$ cat src/verilog/autoboot_pkg.sv
// Constants and carrier types for the serial memory start-up loader.
// Assumes one system clock domain; the memory link is sampled, not clocked.
// Function
// - Strap pin high selects boot-load mode, otherwise act as ordinary serial slave.
// - In boot-load mode chip select and serial clock become driven outputs.
// - Loading starts with chip select low, clock toggling, read command shifted out.
// - Fixed 8-bit read opcode 00000011 sent first; memory returns bytes in sequence.
// - Memory bytes on serial data input are captured one after another while clocking.
// - Each loaded entry is executed as a host command; register writes replace defaults.
// - Write command byte takes three data bytes, MSB first; other commands one byte.
// - Byte E8 starts continuous conversions; loading continues afterwards.
// - Control write 78 00 01 00 with stop bit ends the sequence.
// - Bytes 64, 44, 48 write operation mode, current gain, voltage gain.
// - Byte 74 writes interrupt mask; bit 2 unmasks the low-supply flag.
package autoboot_pkg;

    // ------------------------------------------------------------
    // Command bytes and fields
    // ------------------------------------------------------------
    localparam logic [7:0] READ_OPCODE = 8'h03;
    localparam logic [7:0] CMD_START_CONT = 8'he8;
    localparam logic [7:0] CMD_WR_OPMODE = 8'h64;
    localparam logic [7:0] CMD_WR_IGAIN = 8'h44;
    localparam logic [7:0] CMD_WR_VGAIN = 8'h48;
    localparam logic [7:0] CMD_WR_MASK = 8'h74;
    localparam logic [7:0] CMD_WR_CONTROL = 8'h78;
    localparam logic [7:0] WRITE_FLAG_MASK = 8'hc1;
    localparam logic [7:0] WRITE_FLAG_VALUE = 8'h40;
    localparam int STOP_BIT_POS = 8;
    localparam int LOW_SUPPLY_FLAG_POS = 2;

    // ------------------------------------------------------------
    // Timing: serial clock half period in system clocks
    // ------------------------------------------------------------
    localparam int CLK_SYS_MHZ = 25;
    localparam int SCLK_KHZ = 1000;
    localparam int HALF_PERIOD = (CLK_SYS_MHZ * 1000) / (2 * SCLK_KHZ);
    localparam logic [4:0] HALF_COUNT = 5'(HALF_PERIOD - 1);

    typedef struct packed {
        logic valid;
        logic [7:0] cmd;
        logic [23:0] data;
    } host_cmd_s;

    typedef struct packed {
        logic cs_n;
        logic sclk;
        logic mosi;
        logic oe;
    } link_out_s;

endpackage

$ cat src/verilog/autoboot_loader.sv
// Start-up loader: reads a command image from a serial memory and executes it.
// Assumes memory on chip select / clock / data pins; host commands go out as one-cycle pulses.
`timescale 1ns/100ps
module autoboot_loader (
    input wire logic clk_sys,
    input wire logic reset,
    input wire logic boot_strap,
    input wire logic sdi_pin,
    output logic cs_n_out,
    output logic cs_n_oe,
    output logic sclk_out,
    output logic sclk_oe,
    output logic sdo_out,
    output logic boot_active,
    output logic boot_done,
    output autoboot_pkg::host_cmd_s host_cmd,
    output logic conv_start,
    output logic low_supply_flag_unmask
);

    // ------------------------------------------------------------
    // Input synchronisers
    // ------------------------------------------------------------
    logic strap_meta, strap_sync, sdi_meta, sdi_sync;
    logic next_strap_meta, next_strap_sync, next_sdi_meta, next_sdi_sync;

    // No reset on the pin stages: the strap must be settled while reset is held,
    // since the sequencer looks at it on the first edge after release
    always_comb begin
        next_strap_meta = boot_strap;
        next_strap_sync = strap_meta;
        next_sdi_meta = sdi_pin;
        next_sdi_sync = sdi_meta;
    end

    always_ff @(posedge clk_sys) begin
        strap_meta <= next_strap_meta;
        strap_sync <= next_strap_sync;
        sdi_meta <= next_sdi_meta;
        sdi_sync <= next_sdi_sync;
    end

    // ------------------------------------------------------------
    // Sequencer
    // ------------------------------------------------------------
    typedef enum logic [2:0] {IDLE, SEND_OP, READ_CMD, READ_DATA, DONE, SLAVE} state_e;

    state_e state, next_state;
    logic [4:0] tick, next_tick;
    logic sclk, next_sclk;
    logic [2:0] bitc, next_bitc;
    logic [7:0] shreg, next_shreg;
    logic [1:0] bytec, next_bytec;
    logic [7:0] cmd, next_cmd;
    logic [23:0] data, next_data;
    autoboot_pkg::host_cmd_s next_host_cmd;
    logic next_conv_start, next_unmask, unmask;
    logic half_end, rise, fall;
    logic [7:0] in_byte;
    logic [23:0] entry_word;

    assign half_end = (tick == autoboot_pkg::HALF_COUNT);
    assign rise = half_end && !sclk;
    assign fall = half_end && sclk;
    assign in_byte = {shreg[6:0], sdi_sync};
    assign entry_word = {data[15:0], in_byte};

    always_comb begin
        next_state = state;
        next_tick = tick;
        next_sclk = sclk;
        next_bitc = bitc;
        next_shreg = shreg;
        next_bytec = bytec;
        next_cmd = cmd;
        next_data = data;
        next_host_cmd = '0;
        next_conv_start = 1'b0;
        next_unmask = unmask;
        if (state inside {SEND_OP, READ_CMD, READ_DATA}) begin
            next_tick = half_end ? 5'h00 : tick + 5'h01;
            if (half_end) begin
                next_sclk = !sclk;
            end
        end
        unique case (state)
            IDLE: begin
                // Strap sampled once after reset release
                if (strap_sync) begin
                    next_state = SEND_OP;
                    next_shreg = autoboot_pkg::READ_OPCODE;
                    next_bitc = 3'h0;
                    next_tick = 5'h00;
                    next_sclk = 1'b0;
                end else begin
                    next_state = SLAVE;
                end
            end
            SEND_OP: begin
                // Shift on falling edge so the memory sees stable data on rising
                if (fall) begin
                    next_shreg = {shreg[6:0], 1'b0};
                    next_bitc = bitc + 3'h1;
                    if (bitc == 3'h7) begin
                        next_state = READ_CMD;
                        next_bitc = 3'h0;
                    end
                end
            end
            READ_CMD: begin
                if (rise) begin
                    next_shreg = in_byte;
                    next_bitc = bitc + 3'h1;
                    if (bitc == 3'h7) begin
                        next_bitc = 3'h0;
                        next_cmd = in_byte;
                        if ((in_byte & autoboot_pkg::WRITE_FLAG_MASK)
                            == autoboot_pkg::WRITE_FLAG_VALUE) begin
                            next_state = READ_DATA;
                            next_bytec = 2'h0;
                        end else begin
                            next_host_cmd = '{1'b1, in_byte, 24'h000000};
                            next_conv_start = (in_byte == autoboot_pkg::CMD_START_CONT);
                        end
                    end
                end
            end
            READ_DATA: begin
                if (rise) begin
                    next_shreg = in_byte;
                    next_bitc = bitc + 3'h1;
                    if (bitc == 3'h7) begin
                        next_bitc = 3'h0;
                        next_data = {data[15:0], in_byte};
                        next_bytec = bytec + 2'h1;
                        if (bytec == 2'h2) begin
                            // Opmode, gain and mask writes all go out here
                            next_host_cmd = '{1'b1, cmd, entry_word};
                            next_state = READ_CMD;
                            if (cmd == autoboot_pkg::CMD_WR_MASK) begin
                                next_unmask = in_byte[autoboot_pkg::LOW_SUPPLY_FLAG_POS];
                            end
                            if (cmd == autoboot_pkg::CMD_WR_CONTROL
                                && entry_word[autoboot_pkg::STOP_BIT_POS]) begin
                                next_state = DONE;
                                // Clock is still low at this rise point; hold it low instead of raising it
                                next_sclk = 1'b0;
                            end
                        end
                    end
                end
            end
            DONE: begin
                next_sclk = 1'b0;
            end
            SLAVE: begin
                next_sclk = 1'b0;
            end
        endcase
    end

    always_ff @(posedge clk_sys) begin
        if (reset) begin
            state <= IDLE;
            tick <= 5'h00;
            sclk <= 1'b0;
            bitc <= 3'h0;
            shreg <= 8'h00;
            bytec <= 2'h0;
            cmd <= 8'h00;
            data <= 24'h000000;
            host_cmd <= '0;
            conv_start <= 1'b0;
            unmask <= 1'b0;
        end else begin
            state <= next_state;
            tick <= next_tick;
            sclk <= next_sclk;
            bitc <= next_bitc;
            shreg <= next_shreg;
            bytec <= next_bytec;
            cmd <= next_cmd;
            data <= next_data;
            host_cmd <= next_host_cmd;
            conv_start <= next_conv_start;
            unmask <= next_unmask;
        end
    end

    // ------------------------------------------------------------
    // Pin drive
    // ------------------------------------------------------------
    logic driving;
    assign driving = state inside {SEND_OP, READ_CMD, READ_DATA};
    assign cs_n_out = !driving;
    assign cs_n_oe = driving;
    assign sclk_oe = driving;
    assign sclk_out = sclk;
    assign sdo_out = (state == SEND_OP) ? shreg[7] : 1'b0;
    assign boot_active = driving;
    assign boot_done = (state == DONE);
    assign low_supply_flag_unmask = unmask;

endmodule

$ cat config.mk
export PLATFORM = sky130hd
export DESIGN_NAME = autoboot_loader
export DESIGN_NICKNAME = d
export VERILOG_FILES = /design/src/verilog/autoboot_pkg.sv /design/src/verilog/autoboot_loader.sv
export SDC_FILE = /design/constraint.sdc
export NUM_CORES = 1
export LEC_CHECK = 0
export BUFFER_PORTS_ARGS = -buffer_cell sky130_fd_sc_hd__buf_2
export CAP_MARGIN = 15
export CORE_AREA = 2 2 99 101
export DETAILED_ROUTE_END_ITERATION = 16
export DIE_AREA = 0 0 101 103
export PLACE_DENSITY = 0.53
export SLEW_MARGIN = 20
export SYNTH_ARGS = -nofsm -noshare
export SYNTH_HDL_FRONTEND = slang
export SYNTH_SLANG_ARGS = --single-unit
$ cat constraint.sdc
create_clock -name clk_sys -period 2.15 [get_ports clk_sys]
set_clock_uncertainty 0.2 [all_clocks]
set_input_delay 0.645 -clock clk_sys [delete_from_list [all_inputs] [get_ports clk_sys]]
set_output_delay 0.645 -clock clk_sys [all_outputs]
set_load 0.02 [all_outputs]
# After elaboration in Yosys (flattened, before gate mapping)
# Cells that the tools add are included.
# totals
ff_bits,85
latchBits,0
mem_bits_rw,0
rom_bits,0
input_bits,4
output_inout_bits,42
memories,0
# op_classes
n_addsub,3
mul,0
div,0
n_lt_le_gt_ge,0
n_eq_ne,22
shift,0
n_mux,46
n_bitwise,3
reduce_logical,19
# op_table
op,count
33-bit 2-to-1 mux,6
33-bit case mux with 2 select lines,1
3-bit 2-to-1 mux,14
8-bit 2-to-1 mux,3
8-bit case mux with 3 select lines,1
5-bit 2-to-1 mux,4
2-bit inequality test (second input constant),9
8-bit by 7-bit equality test with 1-bit output (second input constant),2
3-bit case mux with 4 select lines,1
2-bit 2-to-1 mux,5
3-bit by 2-bit equality test with 1-bit output (second input constant),3
3-bit equality test (second input constant),3
3-bit case mux with 3 select lines,1
9-bit AND reduction,1
8-bit equality test (second input constant),1
1-bit 2-to-1 mux,8
3-bit AND reduction,2
6-bit AND reduction,1
3-bit nonzero test,2
5-bit by 1-bit adder with 5-bit output (second input constant),1
5-bit by 4-bit equality test with 1-bit output (second input constant),1
5-bit AND reduction,1
5-bit OR reduction,1
2-bit case mux with 2 select lines,1
other kinds (14),20

# Longest topological paths before layout
# Gate-level depths: netlist of run 1.
# depth
ltp_word,8
depth_mapped,9
depth_no_buf,8

# Worst setup path after synthesis of run 1
# OpenSTA, ideal clock, no wires.
# synth_path
path_kind,flip-flop to flip-flop
from,reg tick[0]
to,reg unmask (netlist: low_supply_flag_unmask)
t_arrival_ps,1965
required_ps,1878
setup_slack_ps,-87
path_stages_with_launch,9
path_buffers,0
period_less_slack_ps,2237
path_cell_list,dfxtp_1 -> ha_1 -> nand2_1 -> nor3_1 -> ha_1 -> and3_1 -> nand2_2 -> and4bb_2 -> mux2i_1
# synth_via
elab_chain_len,3
# synth_lines
item,line_no,text
from (decl),autoboot_loader.sv:49,"logic [4:0] tick, next_tick;"
from (signal assigned),autoboot_loader.sv:177,tick <= next_tick;
5-bit by 4-bit equality test with 1-bit output,autoboot_loader.sv:62,assign half_end = (tick == autoboot_pkg::HALF_COUNT);
1-bit logical AND,autoboot_loader.sv:63,assign rise = half_end && !sclk;
5-bit AND reduction (no line),-,
to (signal assigned),autoboot_loader.sv:186,unmask <= next_unmask;
to (decl),autoboot_loader.sv:57,"logic next_conv_start, next_unmask, unmask;"
# No other way between the ends.
# A chain may end at the register's enable or synchronous reset.

# Worst setup path after layout of run 1
# layout_path
from,reg state[2]
to,out sdo_out
# layout_via
elab_chain_len,2
# layout_lines
item,line_no,text
from (decl),autoboot_loader.sv:48,"state_e state, next_state;"
from (signal assigned),autoboot_loader.sv:176,state <= next_state;
3-bit by 1-bit equality test with 1-bit output,autoboot_loader.sv:199,assign sdo_out = (state == SEND_OP) ? shreg[7] : 1'b0;
1-bit 2-to-1 mux,autoboot_loader.sv:199,
to (decl),autoboot_loader.sv:13,"output logic sdo_out,"
# No other way between the ends.

==> flow_summary.yaml, run 1 <==
clocking:
  clkTransAtPathRegs_ns: 0.09
  clkLatencyLatePin_ns: 0.36
  cts_max_path_buffers: 2
  cts_tree: "yes"
  cts_root_buf: "clkbuf_8"
  cts_buffers: 9
  cts.sinks: 85
  htreeDepth: 3
critical_path:
  worstPathRequired_ns: 1.30
  criticalPathCategory: "reg -> out"
  critPathMaxFanout: 4
  worstPathArrival_ns: 1.25
  critPathCaptureType: "output port"
  start_kind: "flop"
routing:
  routedWlPerCell_um: 13.90
  drt_iter0_drc: 108
  drc_errors: 0
  wl_mm: 7.132
  vias_per_cell: 4.700
  ant_nets: 0
  vias: 2411
  drt_pass1_iterations: 4
floorplan:
  pin_count: 46
  die_y_um: 103
  coreArea_um2: 9459
  die_w_um: 101
  start_util_pct: 33.69
  fp-row-count: 36
  die_area_um2: 10400
synthesis:
  postSynth.asyncResetShare_pct: 0
  synth-main-ff-cell: "dfxtp_1"
  yosysMostFrequentCell: "dfxtp_1"
  synthTopCellsByCount: "dfxtp_1, nand2_1, a21oi_1"
  syn_nets: 335
  synth_area_um2: 3187
  yosys_register_bits: 85
  synth_area_leader_cell: "dfxtp_1"
  synth_top_area_share_pct: 53.40
  yosysSeqAreaShare_pct: 53.40
  synth_edf_count: 0
  synth_cell_types: 57
  yosysWarnings: 0
  syn_inst: 325
  yosys-top-cells-area: "dfxtp_1, nand2_1, a21oi_1, and2_1, a22o_1"
  syn_avg_cell_area_um2: 9.806
finish:
  area_delta_synth_final_pct: 26.31
  final_util_pct: 42.55
  antenna_cells: 0
  fillers: 935
  nNetsFinal: 404
  drive_gt1_share_pct: 31.83
  stdcell_area_um2: 4025
grt:
  grt_start_max_net_pins: 27
  first_global_vias: 2290
  grt_first_pass_wirelength_mm: 11.52
  grt-ovfl-total: 0
  grt_use_total_pct: 14.44
  antenna_found_initial: 0
placed_design:
  port_buffers: 45
  post-dp-hpwl_mm: 4.809
  placed_area_um2: 3597
  gp_congestion: 0.7794
sta:
  min_period_ns: 2.098
  worst_slew_pin_slew_ns: 0.4346
  slew_headroom_pct: 70.97
  max_freq_ghz: 0.4766
  final_max_slew_viol_count: 0
  post-route-period-util_pct: 97.59
  hold_viol: 0
  finalSetupViolations: 0
  rsz0062_at_grt: "yes"
  hold_slack_ns: 0.1394
  fin_setup_tns_ns: 0
pwr:
  irDropWorstVdd_uv: 327.1
  pwr_density_cell_nw_per_um2: 803.4
  p_leak_nw: 1.634
  total_power_w: 0.003234
run:
  cap_violations: 0
worst_hold_path:
  hold_path.class: "reg -> reg"
run_status:
  outcome: "completed"
[stage by stage]
stage / cells / setup slack, ns
floorplan: 325 / 0.04709
global placement: 489 / -0.02160
detailed placement: 489 / -0.08941
CTS: 509 / 0.009562
global route: 513 / -0.05372
finish: 513 / 0.05192
[routing by layer]
metal  wire (µm)  GRT usage, %  share of wire (%)  vias to the layer above
li1            -             -                  -                     1249
met4         105         6.237                1.5                        0
met5           0             0                  0                        -
met2        3353         23.64                 47                       45
met3         274         3.186                3.8                        7
met1        3398         18.43                 48                     1110
[registers in the layout, summed over array words and instances, names as in the netlist, 2 cells and up]
| register | flops |
|---|---|
| shreg | 8 |
| data | 16 |
| cmd | 8 |
| state | 3 |
| tick | 5 |
| bitc | 3 |
| host_cmd | 33 |
| bytec | 2 |
[final timing paths]
check / cells past startpoint / startpoint / slack (ns) / end
min reg2reg: 0 / next_sdi_sync / 0.14 / sdi_sync
max: 3 / state[2] / 0.05 / sdo_out
min: 0 / next_sdi_sync / 0.14 / sdi_sync
max reg2reg: 8 / tick[1] / 0.09 / low_supply_flag_unmask
[area by class of cell]
type | instances | area (µm²) | area share (%)
sequential | 85 | 1708 | 42.43
clock inverter | 7 | 103.9 | 2.580
multi-input combinational | 216 | 1444 | 35.87
tap | 114 | 142.6 | 3.544
timing repair buffer | 73 | 469.2 | 11.66
clock buffer | 9 | 123.9 | 3.077
inverter | 9 | 33.78 | 0.8393
[timing repair]
item                                    CTS  global route
endpoints found under the setup margin   54            57
hold buffers                              0             0
gates resized for setup                  15            18
pin swaps                                 5             8
hold endpoints to repair                  0             0
setup buffers                             4             4
[cell families after synthesis]
logic type               after synthesis  synth area share, %
flip-flops                            85                53.40
multiplexers                           3               0.9423
AO/OA/AOI/OAI                         65                14.17
AND/OR/NAND/NOR                      138                22.97
buffers and inverters                 24                5.065
adder cells (fa/ha/maj)                6                2.356
XOR/XNOR                               4                1.100
[placed cells by master, fill, tap and decap left out, types with 3 or more instances in the layout]
master / netlist / layout
a21oi_1: 31 / 31
a22o_1: 9 / 9
and2_1: 22 / 22
buf_2: 2 / 44
buf_4: 3 / 23
buf_6: 5 / 5
clkbuf_8: 0 / 9
dfxtp_1: 85 / 80
dfxtp_2: 0 / 5
ha_1: 6 / 3
ha_4: 0 / 3
inv_1: 8 / 7
nand2_1: 60 / 59
nand2_4: 0 / 3
nand2b_1: 3 / 3
nand3_1: 5 / 5
nor2_1: 14 / 13
nor3_1: 6 / 4
nor3_4: 2 / 4
o21ai_0: 3 / 3
xor2_1: 3 / 3
[report_power, final]
| part | switching, W | total [W] | internal (W) | leakage (nW) |
|---|---|---|---|---|
| logic | 0.000175 | 0.000311 | 0.000135 | 0.836 |
| clock network | 0.000619 | 0.00129 | 0.000670 | 0.108 |
| registers | 0.0000342 | 0.00163 | 0.00160 | 0.689 |
| total | 0.000828 | 0.00323 | 0.00241 | 1.63 |
[critical path, cell delays in order, from the launching register on]
cell,delay (ns)
dfxtp_2,0.36
and2b_2,0.23
and3_4,0.19
buf_6,0.12
Note: power is estimated with default switching activity, not from simulation.
==> run 2: changes to the inputs <==
PLACE_DENSITY = 0.51   (was 0.53)
clock period = 2.08 ns   (was 2.15 ns; I/O delays follow)
==> run 2 against run 1 <==
The flow now finishes with violations (setup timing). Sequential share of layout area fell by 2.7 points. Clock power shrank 7%. Combinational power grew 5%. Utilization increased by 2.9 points. Register-to-register slack lost 0.09 ns. Die area stayed put. Largest power group unchanged. Highest routed layer unchanged.
==> flow_summary.yaml, run 2 (synthesized netlist as in run 1, its figures left out) <==
finish:
  top_register: "host_cmd"
  nNetsFinal: 417
  antenna_cells: 0
  final_cell_mix: "dfxtp_1, nand2_1, buf_2"
  reg_top3: "host_cmd x33, data x16"
  final_cell_count_no_fill: 526
  drive_gt1_share_pct: 40.78
  largest_reg_flops: 33
  final_common_cell: "dfxtp_1"
  area_delta_synth_final_pct: 34.86
critical_path:
  crit_chain: "and2b_2, and3_4, buf_6"
  critPathMaxFanout: 5
  crit_buf_inv: 1
  worstPathArrival_ns: 1.27
  cpPeakStageDelay_ns: 0.42
  start_kind: "flop"
  cp_top_family: "flip-flops"
  cpMaxStageDelayCell: "dfxtp_1"
  criticalPathCategory: "reg -> out"
  worstPathRequired_ns: 1.26
  critPathCaptureType: "output port"
sta:
  fin_ws_ns: -0.01392
  hold_slack_ns: 0.1312
  final_max_slew_viol_count: 0
  rsz0062_at_grt: "yes"
  hold_viol: 0
  post-route-period-util_pct: 100.7
  slew_headroom_pct: 75.03
  max_freq_ghz: 0.4776
  min_period_ns: 2.094
  worst_slew_pin_slew_ns: 0.3741
  finalSetupViolations: 1
run_status:
  outcome: "finished, violations left"
  violations: "setup timing"
routing:
  vias: 2532
  wl_mm: 7.493
  drt_pass1_iterations: 4
  vias_per_cell: 4.814
  routedWlPerCell_um: 14.25
  drt_iter0_drc: 107
  ant_nets: 0
  drc_errors: 0
grt:
  grt_use_total_pct: 14.51
  grt_first_pass_wirelength_mm: 11.53
  antenna_found_initial: 0
  first_global_vias: 2289
  grt-ovfl-total: 0
  grt_start_max_net_pins: 33
clocking:
  htreeDepth: 3
  cts_tree: "yes"
  cts_root_buf: "clkbuf_8"
  clkTransAtPathRegs_ns: 0.08
  clkLatencyLatePin_ns: 0.36
  cts_max_path_buffers: 2
  cts_buffers: 9
  cts.sinks: 85
pwr:
  p_leak_nw: 1.921
  irDropWorstVdd_uv: 419.6
  pwr_density_cell_nw_per_um2: 749.5
floorplan:
  die_y_um: 103
  start_util_pct: 33.69
  coreArea_um2: 9459
  die_w_um: 101
  pin_count: 46
  die_area_um2: 10400
  fp-row-count: 36
run:
  cap_violations: 0
placed_design:
  gp_congestion: 0.8405
  dpl.cell_count: 493
  post-dp-hpwl_mm: 4.941
  port_buffers: 45
worst_hold_path:
  hold_path.class: "reg -> reg"
run 2: changes by cell type in the layout (fill, tap and decap cells not counted), moves of 12 or more:
cell     before  now
a21oi_2       0   13
nand2_4       3   15
nand2_1      59   46
buf_4        23   35
a21oi_1      31   18
run 2: layer usage:
layer	up-vias	wire (µm)	global-route usage (%)
met5	-	0	0
met4	0	75	4.366
met1	1184	3423	18.85
met2	63	3615	23.03
li1	1277	-	-
met3	8	379	4.881
run 2: per-stage QoR:
| step | area [µm²] | total power, W | setup slack [ns] | setup TNS (ns) | util, % |
|---|---|---|---|---|---|
| 3_5_place_dp | 3657 | 0.001989 | -0.09974 | -1.594 | 38.66 |
| 3_3_place_gp | 3657 | 0.001988 | -0.05166 | -0.4546 | 38.66 |
| 6_report | 4298 | 0.003221 | -0.01392 | -0.01392 | 45.44 |
| 2_1_floorplan | 3199 | 0.001922 | 0.01318 | 0 | - |
| 4_1_cts | 4010 | 0.003228 | -0.06650 | -0.2902 | 42.39 |
| 5_1_grt | 4298 | 0.003351 | -0.09984 | -1.814 | 45.44 |
run 2: layout make-up:
| type | count | area, µm² |
|---|---|---|
| Tap cell | 114 | 142.6 |
| Fill cell | 936 | 5161 |
| Timing Repair Buffer | 86 | 614.3 |
| Inverter | 9 | 33.78 |
| Sequential cell | 85 | 1707 |
| Multi-Input combinational cell | 216 | 1592 |
| Clock inverter | 7 | 85.08 |
| Clock buffer | 9 | 123.9 |
run 2: final timing paths:
path | from | end | slack [ns] | depth (start not counted)
worst max-delay path | state[0] | sdo_out | -0.01 | 3
worst min-delay path | next_sdi_sync | sdi_sync | 0.13 | 0
worst max register to register | tick[0] | data[0] | 0 | 11
worst min register to register | next_sdi_sync | sdi_sync | 0.13 | 0
run 2: power breakdown:
part	internal [W]	switching [W]	total, W
Clock	0.000571	0.000634	0.00120
Combinational	0.000149	0.000178	0.000327
Sequential	0.00165	0.0000368	0.00169
run 2: what timing repair did:
item,CTS,global route
hold buffers,0,0
pin swaps,10,33
buffers inserted,7,8
endpoints found under the setup margin,35,71
gates resized for setup,24,52
cloned,0,2
